**config.mk**
```make
export PLATFORM = sky130hd
export DESIGN_NAME = cim_assembly_mapper
export DESIGN_NICKNAME = d
export VERILOG_FILES = /design/src/rtl/cim_pkg.sv /design/src/rtl/cim_word_fifo.sv /design/src/rtl/cim_list_resolver.sv /design/src/rtl/cim_assembly_mapper.sv
export VERILOG_INCLUDE_DIRS = /design/src /design/src/rtl
export SDC_FILE = /design/constraint.sdc
export NUM_CORES = 2
export LEC_CHECK = 0
export BUFFER_PORTS_ARGS = -buffer_cell sky130_fd_sc_hd__buf_2
export CORE_MARGIN = 2
export CORE_UTILIZATION = 55
export CTS_BUF_LIST = sky130_fd_sc_hd__clkbuf_8
export DETAILED_ROUTE_END_ITERATION = 8
export MAX_ROUTING_LAYER = met4
export PLACE_DENSITY_LB_ADDON = 0.2
export SLEW_MARGIN = 25
export SYNTH_ARGS = -nofsm -noshare
export SYNTH_HDL_FRONTEND = slang
export SYNTH_HIERARCHICAL = 1
export SYNTH_SLANG_ARGS = --single-unit
```
**constraint.sdc**
```tcl
create_clock -name clk -period 11.85 [get_ports clk]
set_input_delay 2.37 -clock clk [delete_from_list [all_inputs] [get_ports clk]]
set_output_delay 2.37 -clock clk [all_outputs]
set_load 0.01 [all_outputs]
```
**src/rtl/cim_map.svh**
```systemverilog
// Register numbers, field values and timing figures of the cyclic assembly mapper
`ifndef CIM_MAP_SVH
`define CIM_MAP_SVH
`define CIM_SLOTS           8
`define CIM_REG_NONE        32'h0000_0000
`define CIM_REG_MODE        32'h0000_0002
`define CIM_REG_TPOS        32'h0000_0003
`define CIM_REG_VEL         32'h0000_0005
`define CIM_REG_ACC         32'h0000_0006
`define CIM_REG_TRQ         32'h0000_0007
`define CIM_REG_MPOS        32'h0000_000A
`define CIM_REG_MVEL        32'h0000_000C
`define CIM_REG_LOAD        32'h0000_0010
`define CIM_REG_FERR        32'h0000_0014
`define CIM_REG_STAT        32'h0000_0023
`define CIM_MOD_SCALE       32'h0001_0000
`define CIM_MOD_CMD_SUB     32'h0000_000F
`define CIM_REG_CMD         (`CIM_MOD_SCALE * `CIM_MOD_CMD_SUB)
`define CIM_MOTOR_MAX       32'h0000_FFFF
`define CIM_MODE_PASSIVE    32'h0000_0000
`define CIM_MODE_VEL        32'h0000_0001
`define CIM_MODE_POS        32'h0000_0002
`define CIM_WORD_BYTES      4
`define CIM_CLK_MHZ         10
`define CIM_PAIR_PERIOD_US  4000
`define CIM_BASE_PERIOD_US  1000
`define CIM_FIFO_DEPTH      8
`define CIM_GAP_RESET       32'hFFFF_FFFF
`endif

```
**src/rtl/cim_pkg.sv**
```systemverilog
// Types shared by the cyclic assembly mapper
package cim_pkg;
   typedef logic [31:0] cim_word_t;                       // One assembly word
   typedef logic [3:0]  cim_len_t;                        // Active slot count 0..8
   typedef enum logic [1:0] {CIM_IDLE, CIM_WRITE, CIM_READ} cim_state_t;
endpackage : cim_pkg

```
**src/rtl/cim_word_fifo.sv**
```systemverilog
// Word FIFO holding scanner-to-motor words until the exchange drains them
`timescale 1ns/100ps
`default_nettype none
module cim_word_fifo #(
   parameter int WIDTH = 32,
   parameter int DEPTH = 8
) (
   input  wire logic             clk,
   input  wire logic             nrst,
   input  wire logic [WIDTH-1:0] inData,
   input  wire logic             inValid,
   output logic                  inReady,
   output logic [WIDTH-1:0]      outData,
   output logic                  outValid,
   input  wire logic             outReady
);
   localparam int AW = (DEPTH > 1) ? $clog2(DEPTH) : 1;
   logic [WIDTH-1:0] mem [DEPTH];          // Storage, no reset needed
   logic [AW-1:0]    wrPtr_ff;             // Next slot to fill
   logic [AW-1:0]    nxt_wrPtr;
   logic [AW-1:0]    rdPtr_ff;             // Oldest word
   logic [AW-1:0]    nxt_rdPtr;
   logic [AW:0]      count_ff;             // Words held
   logic [AW:0]      nxt_count;
   logic             ready_ff;             // Registered room flag
   logic             nxt_ready;
   logic             push;
   logic             pop;

   // Pointer and count update; wrap handles depths that are not powers of two
   always_comb begin
      push      = inValid && ready_ff;
      pop       = outReady && (count_ff != '0);
      nxt_wrPtr = wrPtr_ff;
      nxt_rdPtr = rdPtr_ff;
      nxt_count = count_ff;
      if (push) begin
         nxt_wrPtr = (wrPtr_ff == AW'(DEPTH - 1)) ? '0 : wrPtr_ff + 1'b1;
      end
      if (pop) begin
         nxt_rdPtr = (rdPtr_ff == AW'(DEPTH - 1)) ? '0 : rdPtr_ff + 1'b1;
      end
      if (push && !pop) begin
         nxt_count = count_ff + 1'b1;
      end else if (pop && !push) begin
         nxt_count = count_ff - 1'b1;
      end
      // Ready is registered so the top drives it straight from a flop
      nxt_ready = (nxt_count != (AW + 1)'(DEPTH));
   end

   // State registers and storage write
   always_ff @(posedge clk) begin
      if (!nrst) begin
         wrPtr_ff <= '0;
         rdPtr_ff <= '0;
         count_ff <= '0;
         ready_ff <= 1'b0;
      end else begin
         wrPtr_ff <= nxt_wrPtr;
         rdPtr_ff <= nxt_rdPtr;
         count_ff <= nxt_count;
         ready_ff <= nxt_ready;
      end
      if (push) begin
         mem[wrPtr_ff] <= inData;
      end
   end

   assign inReady  = ready_ff;
   assign outValid = (count_ff != '0);
   assign outData  = mem[rdPtr_ff];
endmodule : cim_word_fifo
`default_nettype wire

```
**src/rtl/cim_list_resolver.sv**
```systemverilog
// Resolves the configured cyclic lists into effective lengths and word order
`timescale 1ns/100ps
`default_nettype none
`include "cim_map.svh"
module cim_list_resolver (
   input wire cim_pkg::cim_word_t  rdList   [`CIM_SLOTS],
   input wire cim_pkg::cim_word_t  wrList   [`CIM_SLOTS],
   output cim_pkg::cim_word_t  rdEff    [`CIM_SLOTS],
   output cim_pkg::cim_len_t   rdLen,
   output cim_pkg::cim_len_t   wrLen,
   output cim_pkg::cim_len_t   rdMotor,
   output cim_pkg::cim_len_t   wrMotor
);
   // Module registers sit above the motor range
   function automatic logic isModule(input cim_pkg::cim_word_t num);
      return num > `CIM_MOTOR_MAX;
   endfunction : isModule

   logic rdStop;                            // Empty slot seen in read list
   logic wrStop;                            // Empty slot seen in write list
   logic hasStat;                           // Status word already listed

   // Truncation at the first empty slot, then the forced status word
   always_comb begin
      rdEff   = rdList;
      rdLen   = '0;
      wrLen   = '0;
      rdMotor = '0;
      wrMotor = '0;
      rdStop  = 1'b0;
      wrStop  = 1'b0;
      hasStat = 1'b0;
      for (int i = 0; i < `CIM_SLOTS; i++) begin
         if (rdList[i] == `CIM_REG_NONE) begin
            rdStop = 1'b1;
         end
         if (!rdStop) begin
            rdLen = rdLen + 1'b1;
            // Appended module words cost no cycle time
            if (!isModule(rdList[i])) begin
               rdMotor = rdMotor + 1'b1;
            end
            if (rdList[i] == `CIM_REG_STAT) begin
               hasStat = 1'b1;
            end
         end
         if (wrList[i] == `CIM_REG_NONE) begin
            wrStop = 1'b1;
         end
         if (!wrStop) begin
            wrLen = wrLen + 1'b1;
            if (!isModule(wrList[i])) begin
               wrMotor = wrMotor + 1'b1;
            end
         end
      end
      // Status is mandatory; a full list loses its last word to it
      if (!hasStat) begin
         if (rdLen < cim_pkg::cim_len_t'(`CIM_SLOTS)) begin
            rdEff[rdLen[2:0]] = `CIM_REG_STAT;
            rdLen             = rdLen + 1'b1;
            rdMotor           = rdMotor + 1'b1;
         end else begin
            if (isModule(rdList[`CIM_SLOTS-1])) begin
               rdMotor = rdMotor + 1'b1;
            end
            rdEff[`CIM_SLOTS-1] = `CIM_REG_STAT;
         end
      end
   end
endmodule : cim_list_resolver
`default_nettype wire

```
**src/rtl/cim_assembly_mapper.sv**
```systemverilog
// Cyclic I/O assembly mapper: list configuration, exchange sequencing, motor registers
`timescale 1ns/100ps
`default_nettype none
`include "cim_map.svh"
module cim_assembly_mapper #(
   parameter bit SMALL_VARIANT = 1'b1,
   parameter int PAIR_CYCLES   = `CIM_PAIR_PERIOD_US * `CIM_CLK_MHZ,
   parameter int BASE_CYCLES   = `CIM_BASE_PERIOD_US * `CIM_CLK_MHZ
) (
   input  wire logic         clk,
   input  wire logic         nrst,
   input  wire logic         cfgWrite,
   input  wire logic         cfgOutList,
   input  wire logic [2:0]   cfgSlot,
   input wire cim_pkg::cim_word_t cfgRegNum,
   input  wire logic         cycRequest,
   input wire cim_pkg::cim_word_t outWordData,
   input  wire logic         outWordValid,
   output logic              outWordReady,
   output cim_pkg::cim_word_t inWordData,
   output logic              inWordValid,
   output logic              inWordLast,
   input  wire logic         inWordReady,
   output logic              cycDone,
   output logic              cycDropped,
   output logic [5:0]        inputBytes,
   output logic [5:0]        outputBytes,
   input wire cim_pkg::cim_word_t measPos,
   input wire cim_pkg::cim_word_t measVel,
   input wire cim_pkg::cim_word_t meanLoad,
   input wire cim_pkg::cim_word_t followErr,
   input wire cim_pkg::cim_word_t faultFlags,
   output logic              motorActive,
   output logic              velocityMode,
   output logic              positionMode,
   output cim_pkg::cim_word_t motionTarget,
   output cim_pkg::cim_word_t velocitySetpoint,
   output cim_pkg::cim_word_t accelSetpoint,
   output cim_pkg::cim_word_t torqueLimit,
   output logic              cmdValid,
   output cim_pkg::cim_word_t cmdWord
);
   localparam int SLOTS = `CIM_SLOTS;

   // List configuration (scanner view: read = input, write = output)
   cim_pkg::cim_word_t rdCfg_ff  [SLOTS];  // Motor-to-scanner selections
   cim_pkg::cim_word_t nxt_rdCfg [SLOTS];
   cim_pkg::cim_word_t wrCfg_ff  [SLOTS];  // Scanner-to-motor selections
   cim_pkg::cim_word_t nxt_wrCfg [SLOTS];
   cim_pkg::cim_word_t rdEff     [SLOTS];  // Read list after status insert
   cim_pkg::cim_len_t  rdLen;
   cim_pkg::cim_len_t  wrLen;
   cim_pkg::cim_len_t  rdMotor;
   cim_pkg::cim_len_t  wrMotor;

   // Exchange sequencing
   cim_pkg::cim_state_t state_ff;          // Exchange phase
   cim_pkg::cim_state_t nxt_state;
   cim_pkg::cim_len_t   slot_ff;           // Current list position
   cim_pkg::cim_len_t   nxt_slot;
   logic                discard_ff;        // Request came too early
   logic                nxt_discard;
   logic [31:0]         gap_ff;            // Cycles since last accepted request
   logic [31:0]         nxt_gap;
   logic [31:0]         minGap;            // Required spacing for this list
   cim_pkg::cim_len_t   pairs;
   logic                tooEarly;

   // Motor and module registers
   cim_pkg::cim_word_t mode_ff, nxt_mode;
   cim_pkg::cim_word_t tpos_ff, nxt_tpos;
   cim_pkg::cim_word_t vel_ff, nxt_vel;
   cim_pkg::cim_word_t acc_ff, nxt_acc;
   cim_pkg::cim_word_t trq_ff, nxt_trq;
   cim_pkg::cim_word_t target_ff, nxt_target;
   cim_pkg::cim_word_t cmd_ff, nxt_cmd;
   logic               cmdValid_ff, nxt_cmdValid;
   logic               active_ff, nxt_active;
   logic               velMode_ff, nxt_velMode;
   logic               posMode_ff, nxt_posMode;

   // Input word stream and status pulses
   cim_pkg::cim_word_t inData_ff, nxt_inData;
   logic               inValid_ff, nxt_inValid;
   logic               inLast_ff, nxt_inLast;
   logic               done_ff, nxt_done;
   logic               drop_ff, nxt_drop;
   logic [5:0]         inBytes_ff, nxt_inBytes;
   logic [5:0]         outBytes_ff, nxt_outBytes;

   // FIFO drain side
   cim_pkg::cim_word_t fifoData;
   logic               fifoValid;
   logic               fifoPop;
   logic               fifoReady;
   cim_pkg::cim_word_t wrNum;              // Register of the current write slot
   cim_pkg::cim_word_t rdNum;              // Register of the current read slot
   cim_pkg::cim_word_t rdValue;

   // Assembly byte count, every word taking four bytes
   function automatic logic [5:0] toBytes(input cim_pkg::cim_len_t len);
      return 6'(len * `CIM_WORD_BYTES);
   endfunction : toBytes

   cim_list_resolver u_resolver (
      .rdList  (rdCfg_ff),
      .wrList  (wrCfg_ff),
      .rdEff   (rdEff),
      .rdLen   (rdLen),
      .wrLen   (wrLen),
      .rdMotor (rdMotor),
      .wrMotor (wrMotor)
   );

   // Output words wait here; only the write phase drains, so it can fill
   cim_word_fifo #(
      .WIDTH (32),
      .DEPTH (`CIM_FIFO_DEPTH)
   ) u_fifo (
      .clk      (clk),
      .nrst     (nrst),
      .inData   (outWordData),
      .inValid  (outWordValid),
      .inReady  (fifoReady),
      .outData  (fifoData),
      .outValid (fifoValid),
      .outReady (fifoPop)
   );

   // Read mux over the motor register map
   always_comb begin
      rdNum = rdEff[slot_ff[2:0]];
      wrNum = wrCfg_ff[slot_ff[2:0]];
      if (rdNum == `CIM_REG_MODE) begin
         rdValue = mode_ff;
      end else if (rdNum == `CIM_REG_TPOS) begin
         rdValue = tpos_ff;
      end else if (rdNum == `CIM_REG_VEL) begin
         rdValue = vel_ff;
      end else if (rdNum == `CIM_REG_ACC) begin
         rdValue = acc_ff;
      end else if (rdNum == `CIM_REG_TRQ) begin
         rdValue = trq_ff;
      end else if (rdNum == `CIM_REG_MPOS) begin
         rdValue = measPos;
      end else if (rdNum == `CIM_REG_MVEL) begin
         rdValue = measVel;
      end else if (rdNum == `CIM_REG_LOAD) begin
         rdValue = meanLoad;
      end else if (rdNum == `CIM_REG_FERR) begin
         rdValue = followErr;
      end else if (rdNum == `CIM_REG_STAT) begin
         rdValue = faultFlags;
      end else begin
         rdValue = `CIM_REG_NONE;           // Unmapped and write-only read zero
      end
   end

   // Spacing check: small variant scales with motor pairs
   always_comb begin
      pairs    = (rdMotor > wrMotor) ? rdMotor : wrMotor;
      minGap   = SMALL_VARIANT ? 32'(PAIR_CYCLES) * 32'(pairs)
                               : 32'(BASE_CYCLES);
      tooEarly = (gap_ff < minGap);
   end

   // Exchange sequencer, list configuration and register writes
   always_comb begin
      nxt_rdCfg    = rdCfg_ff;
      nxt_wrCfg    = wrCfg_ff;
      nxt_state    = state_ff;
      nxt_slot     = slot_ff;
      nxt_discard  = discard_ff;
      nxt_gap      = (gap_ff == `CIM_GAP_RESET) ? gap_ff : gap_ff + 32'h0000_0001;
      nxt_mode     = mode_ff;
      nxt_tpos     = tpos_ff;
      nxt_vel      = vel_ff;
      nxt_acc      = acc_ff;
      nxt_trq      = trq_ff;
      nxt_cmd      = cmd_ff;
      nxt_cmdValid = 1'b0;
      nxt_inData   = inData_ff;
      nxt_inValid  = inValid_ff;
      nxt_inLast   = inLast_ff;
      nxt_done     = 1'b0;
      nxt_drop     = 1'b0;
      fifoPop      = 1'b0;
      case (state_ff)
         cim_pkg::CIM_IDLE: begin
            // Lists change only between exchanges so a frame stays coherent
            if (cfgWrite && cfgOutList) begin
               nxt_wrCfg[cfgSlot] = cfgRegNum;
            end else if (cfgWrite) begin
               nxt_rdCfg[cfgSlot] = cfgRegNum;
            end
            if (cycRequest) begin
               nxt_discard = tooEarly;
               nxt_slot    = '0;
               if (!tooEarly) begin
                  nxt_gap = 32'h0000_0000;
               end
               if (wrLen != '0) begin
                  nxt_state = cim_pkg::CIM_WRITE;
               end else if (tooEarly) begin
                  nxt_drop = 1'b1;
               end else begin
                  nxt_state = cim_pkg::CIM_READ;
               end
            end
         end
         cim_pkg::CIM_WRITE: begin
            // Words arrive in slot order; a dropped request still eats them
            fifoPop = fifoValid;
            if (fifoValid && !discard_ff) begin
               if (wrNum == `CIM_REG_MODE) begin
                  nxt_mode = fifoData;
               end else if (wrNum == `CIM_REG_TPOS) begin
                  nxt_tpos = fifoData;
               end else if (wrNum == `CIM_REG_VEL) begin
                  nxt_vel = fifoData;
               end else if (wrNum == `CIM_REG_ACC) begin
                  nxt_acc = fifoData;
               end else if (wrNum == `CIM_REG_TRQ) begin
                  nxt_trq = fifoData;
               end else if (wrNum == `CIM_REG_CMD) begin
                  nxt_cmd      = fifoData;
                  nxt_cmdValid = 1'b1;
               end
               // Status and other protected numbers are ignored on write
            end
            if (fifoValid) begin
               nxt_slot = slot_ff + 1'b1;
               if (slot_ff == wrLen - 1'b1) begin
                  nxt_slot = '0;
                  if (discard_ff) begin
                     nxt_state = cim_pkg::CIM_IDLE;
                     nxt_drop  = 1'b1;
                  end else begin
                     nxt_state = cim_pkg::CIM_READ;
                  end
               end
            end
         end
         cim_pkg::CIM_READ: begin
            // Input words leave one per handshake, slot zero first
            if (inValid_ff && inWordReady && inLast_ff) begin
               nxt_inValid = 1'b0;
               nxt_inLast  = 1'b0;
               nxt_state   = cim_pkg::CIM_IDLE;
               nxt_done    = 1'b1;
            end else if (!inValid_ff || inWordReady) begin
               nxt_inData  = rdValue;
               nxt_inValid = 1'b1;
               nxt_inLast  = (slot_ff == rdLen - 1'b1);
               nxt_slot    = slot_ff + 1'b1;
            end
         end
         default: begin
            nxt_state = cim_pkg::CIM_IDLE;
         end
      endcase
      // Mode decode; any nonzero mode wakes the motor
      nxt_active   = (nxt_mode != `CIM_MODE_PASSIVE);
      nxt_velMode  = (nxt_mode == `CIM_MODE_VEL);
      nxt_posMode  = (nxt_mode == `CIM_MODE_POS);
      // Target follows the request only in position mode, else holds
      nxt_target   = nxt_posMode ? nxt_tpos : target_ff;
      nxt_inBytes  = toBytes(rdLen);
      nxt_outBytes = toBytes(wrLen);
   end

   // State registers
   always_ff @(posedge clk) begin
      if (!nrst) begin
         for (int i = 0; i < SLOTS; i++) begin
            rdCfg_ff[i] <= `CIM_REG_NONE;
            wrCfg_ff[i] <= `CIM_REG_NONE;
         end
         state_ff    <= cim_pkg::CIM_IDLE;
         slot_ff     <= '0;
         discard_ff  <= 1'b0;
         gap_ff      <= `CIM_GAP_RESET;     // First request is always in time
         mode_ff     <= `CIM_MODE_PASSIVE;
         tpos_ff     <= 32'h0000_0000;
         vel_ff      <= 32'h0000_0000;
         acc_ff      <= 32'h0000_0000;
         trq_ff      <= 32'h0000_0000;
         target_ff   <= 32'h0000_0000;
         cmd_ff      <= 32'h0000_0000;
         cmdValid_ff <= 1'b0;
         active_ff   <= 1'b0;
         velMode_ff  <= 1'b0;
         posMode_ff  <= 1'b0;
         inData_ff   <= 32'h0000_0000;
         inValid_ff  <= 1'b0;
         inLast_ff   <= 1'b0;
         done_ff     <= 1'b0;
         drop_ff     <= 1'b0;
         inBytes_ff  <= 6'h00;
         outBytes_ff <= 6'h00;
      end else begin
         rdCfg_ff    <= nxt_rdCfg;
         wrCfg_ff    <= nxt_wrCfg;
         state_ff    <= nxt_state;
         slot_ff     <= nxt_slot;
         discard_ff  <= nxt_discard;
         gap_ff      <= nxt_gap;
         mode_ff     <= nxt_mode;
         tpos_ff     <= nxt_tpos;
         vel_ff      <= nxt_vel;
         acc_ff      <= nxt_acc;
         trq_ff      <= nxt_trq;
         target_ff   <= nxt_target;
         cmd_ff      <= nxt_cmd;
         cmdValid_ff <= nxt_cmdValid;
         active_ff   <= nxt_active;
         velMode_ff  <= nxt_velMode;
         posMode_ff  <= nxt_posMode;
         inData_ff   <= nxt_inData;
         inValid_ff  <= nxt_inValid;
         inLast_ff   <= nxt_inLast;
         done_ff     <= nxt_done;
         drop_ff     <= nxt_drop;
         inBytes_ff  <= nxt_inBytes;
         outBytes_ff <= nxt_outBytes;
      end
   end

   assign outWordReady     = fifoReady;
   assign inWordData       = inData_ff;
   assign inWordValid      = inValid_ff;
   assign inWordLast       = inLast_ff;
   assign cycDone          = done_ff;
   assign cycDropped       = drop_ff;
   assign inputBytes       = inBytes_ff;
   assign outputBytes      = outBytes_ff;
   assign motorActive      = active_ff;
   assign velocityMode     = velMode_ff;
   assign positionMode     = posMode_ff;
   assign motionTarget     = target_ff;
   assign velocitySetpoint = vel_ff;
   assign accelSetpoint    = acc_ff;
   assign torqueLimit      = trq_ff;
   assign cmdValid         = cmdValid_ff;
   assign cmdWord          = cmd_ff;
endmodule : cim_assembly_mapper
`default_nettype wire

```
==> flow_metrics.tcl <==
set metrics [dict create \
    h-tree-depth 4 \
    powerDensity_nw_per_um2 168 \
    p_leak_nw 21.7 \
    reg.largest.list "rdCfg_ff: 256 flops, u_fifo/mem: 256 flops, wrCfg_ff: 256 flops" \
    antenna_left 0 \
    synth_cells 5544 \
    syn_area_per_cell_um2 9.14 \
    place_congestion 0.985 \
    synth_warnings 6 \
    drc 0 \
    insertion_delay_ns 0.88 \
    synth_top_family_by_area "simple AND/OR/NAND/NOR gates" \
    max_cap_viol_count 0 \
    grt-ovfl-total 0 \
    track_usage_pct 37.1 \
    synth-edff-count 256 \
    finalInstanceArea_um2 57400 \
    core_area_um2 91500 \
    status "finished clean" \
    setup_tns_ns 0 \
    crit_arrival_ns 11.82 \
    cts_tree "yes" \
    slew_violations 0 \
    cp-start-kind "register" \
    drive_gt1_share_pct 18.1 \
    cts.clk_slew.worst_paths_ns 0.06 \
    grt_max_degree 200 \
    die_h_um 308 \
    synth_compound_area_share_pct 12.5 \
    finalCoreUtilization_pct 62.7 \
    tightest_slew_ns 1.20 \
    cp_max_fo 32 \
    start_util_pct 55.4 \
    dieArea_um2 94600 \
    setup_violations 0 \
    cts_max_path_buffers 3 \
    wl_per_cell_um 24.4 \
    synth_xor_area_share_pct 1.53 \
    pin_count 447 \
    nets 6157 \
    fin_crit_sh_pct 93.1 \
    dp.cells 6854 \
    finalHoldViolCount 0 \
    grt_first_pass_wirelength_mm 257 \
    synthArstFlopShare_pct 0 \
    via_per_inst 6.17 \
    synthAdderAreaFrac_pct 1.74 \
    synth_top_flop_cell "dfxtp_1" \
    cts_made_buffers 178 \
    cts_sinks 1093 \
    max_stage_delay_ns 0.53 \
    routed-via-count 44466 \
    synth-simple-area-share_pct 22.2 \
    dr.first_iter.drc_count 5494 \
    grt_pass1_vias 40513 \
    slew_headroom_pct 17.8 \
    placed_cell_area_um2 53500 \
    fp-row-count 111 \
    synth_seq_cells 1093 \
    critical-path-top-delay-family "simple AND/OR/NAND/NOR gates" \
    yosysSeqAreaShare_pct 48.2 \
    fin_crit_ns 11.03 \
    dp_hpwl_mm 120 \
    crit_type "reg -> reg" \
    critPathRequiredTime_ns 12.63 \
    ys_types 104 \
    portBuffers 442 \
    wirelength_mm 176 \
    worst-path-buf-inv 5 \
    cpMostUsedCell "ha_1" \
    fin_skew_ns 0.0448 \
    syn-cell-area_um2 50700 \
    max_freq_mhz 90.6 \
    hold_path_class "reg -> reg" \
    vdd_drop_max_v 0.000130 \
    synth_mux_area_share_pct 9.40 \
    endpoint_kind "register" \
    antenna_found_initial 25 \
    final_cells 7212 \
    drt_pass1_iterations 6 \
    syn_to_final_growth_pct 13.2 \
    postCtsHoldBufs 0 \
    critPathSlowestCell "a2111oi_0" \
    die_x_um 308 \
    clockRootBuffer "clkbuf_8" \
]
## power by group
part | leakage [nW] | total (mW) | internal, mW | switching [mW]
clock | 2.13 | 3.42 | 1.81 | 1.60
sequential | 9.08 | 4.08 | 3.95 | 0.131
combinational | 10.4 | 2.12 | 0.722 | 1.39
total | 21.7 | 9.62 | 6.49 | 3.13
## synth_stat cells, types with 40 or more instances
cell	instances	area, µm²
a21oi_1	621	3110
and2_1	222	1390
buf_2	47	235
clkbuf_1	313	1170
dfxtp_1	837	16800
edfxtp_1	256	7690
ha_1	69	863
inv_1	110	413
mux2_2	46	518
mux2i_1	212	2120
mux4_2	91	2050
nand2_1	1172	4400
nand3_1	87	435
nand4_1	65	407
nor2_1	342	1280
nor2b_1	47	294
nor3_1	75	375
nor4_1	198	1240
o21ai_0	40	200
xnor2_1	52	455
## final cells by class
type                            count  area [µm²]
Inverter                          115         439
Timing Repair Buffer              530        2940
Tap cell                         1186        1480
Clock inverter                    105         663
Sequential cell                  1093       24500
Multi-Input combinational cell   3935       24300
Fill cell                        7633       34100
Antenna cell                       24        60.1
Clock buffer                      224        3080
## cells in the final DEF, fill, tap and decap left out, types with 46 or more instances in the layout
cell	netlist	layout
nand2_1	1172	1161
dfxtp_1	837	832
a21oi_1	621	620
buf_2	47	441
nor2_1	342	326
edfxtp_1	256	256
clkbuf_8	0	224
and2_1	222	222
mux2i_1	212	211
nor4_1	198	196
inv_1	110	158
mux4_2	91	91
nand3_1	87	84
buf_4	24	83
ha_1	69	69
nor3_1	75	65
nand4_1	65	65
xnor2_1	52	52
nor2b_1	47	47
mux2_2	46	46
## through the flow
stage | setup slack (ns) | hold WS, ns | total power [mW]
2_1_floorplan | 1.75 | 0.444 | 5.43
3_3_place_gp | 0.834 | 0.448 | 6.17
3_5_place_dp | 0.437 | 0.450 | 6.19
4_1_cts | 0.393 | 0.465 | 9.55
5_1_grt | -0.0612 | 0.482 | 9.96
6_report | 0.815 | 0.464 | 9.62
## layer usage
layer	up-vias	wire, µm	global-route usage, %
li1	20264	-	-
met1	21441	72100	49.9
met2	2379	77500	53.5
met3	382	20500	10.5
met4	0	5800	13.0
met5	-	0	-
## worst register-to-register path: cells and delay by family (launching register included)
kind | cells | cell delay, ns
flops | 1 | 0.33
compound gates | 12 | 2.73
fa+ha+maj | 10 | 2.85
simple gates | 14 | 3.26
buf+inv | 5 | 0.72
mux | 2 | 0.43
xor+xnor | 2 | 0.69
## worst paths after layout
| check | from | endpoint | slack [ns] | depth (start not counted) |
|---|---|---|---|---|
| setup / recovery | rdCfg_ff[251] | gap_ff[29] | 0.82 | 45 |
| hold / removal | rdCfg_ff[174] | rdCfg_ff[174] | 0.46 | 2 |
| setup reg to reg | rdCfg_ff[251] | gap_ff[29] | 0.82 | 45 |
| hold reg to reg | rdCfg_ff[174] | rdCfg_ff[174] | 0.46 | 2 |
## timing repair
action | CTS | global route
setup endpoints to repair | 0 | 36
buffers inserted | 0 | 2
resized for setup | 0 | 8
hold endpoints to repair | 0 | 0
## kinds of logic (layout without fill, tap and decap cells)
family / Yosys count / after routing
other cells: 1 / 28
flops: 1093 / 1093
mux: 353 / 353
buf+inv: 519 / 974
simple gates: 2392 / 2392
xor+xnor: 85 / 85
compound gates: 1031 / 1031
fa+ha+maj: 70 / 70
No activity file was read; power rests on OpenSTA's default activity.
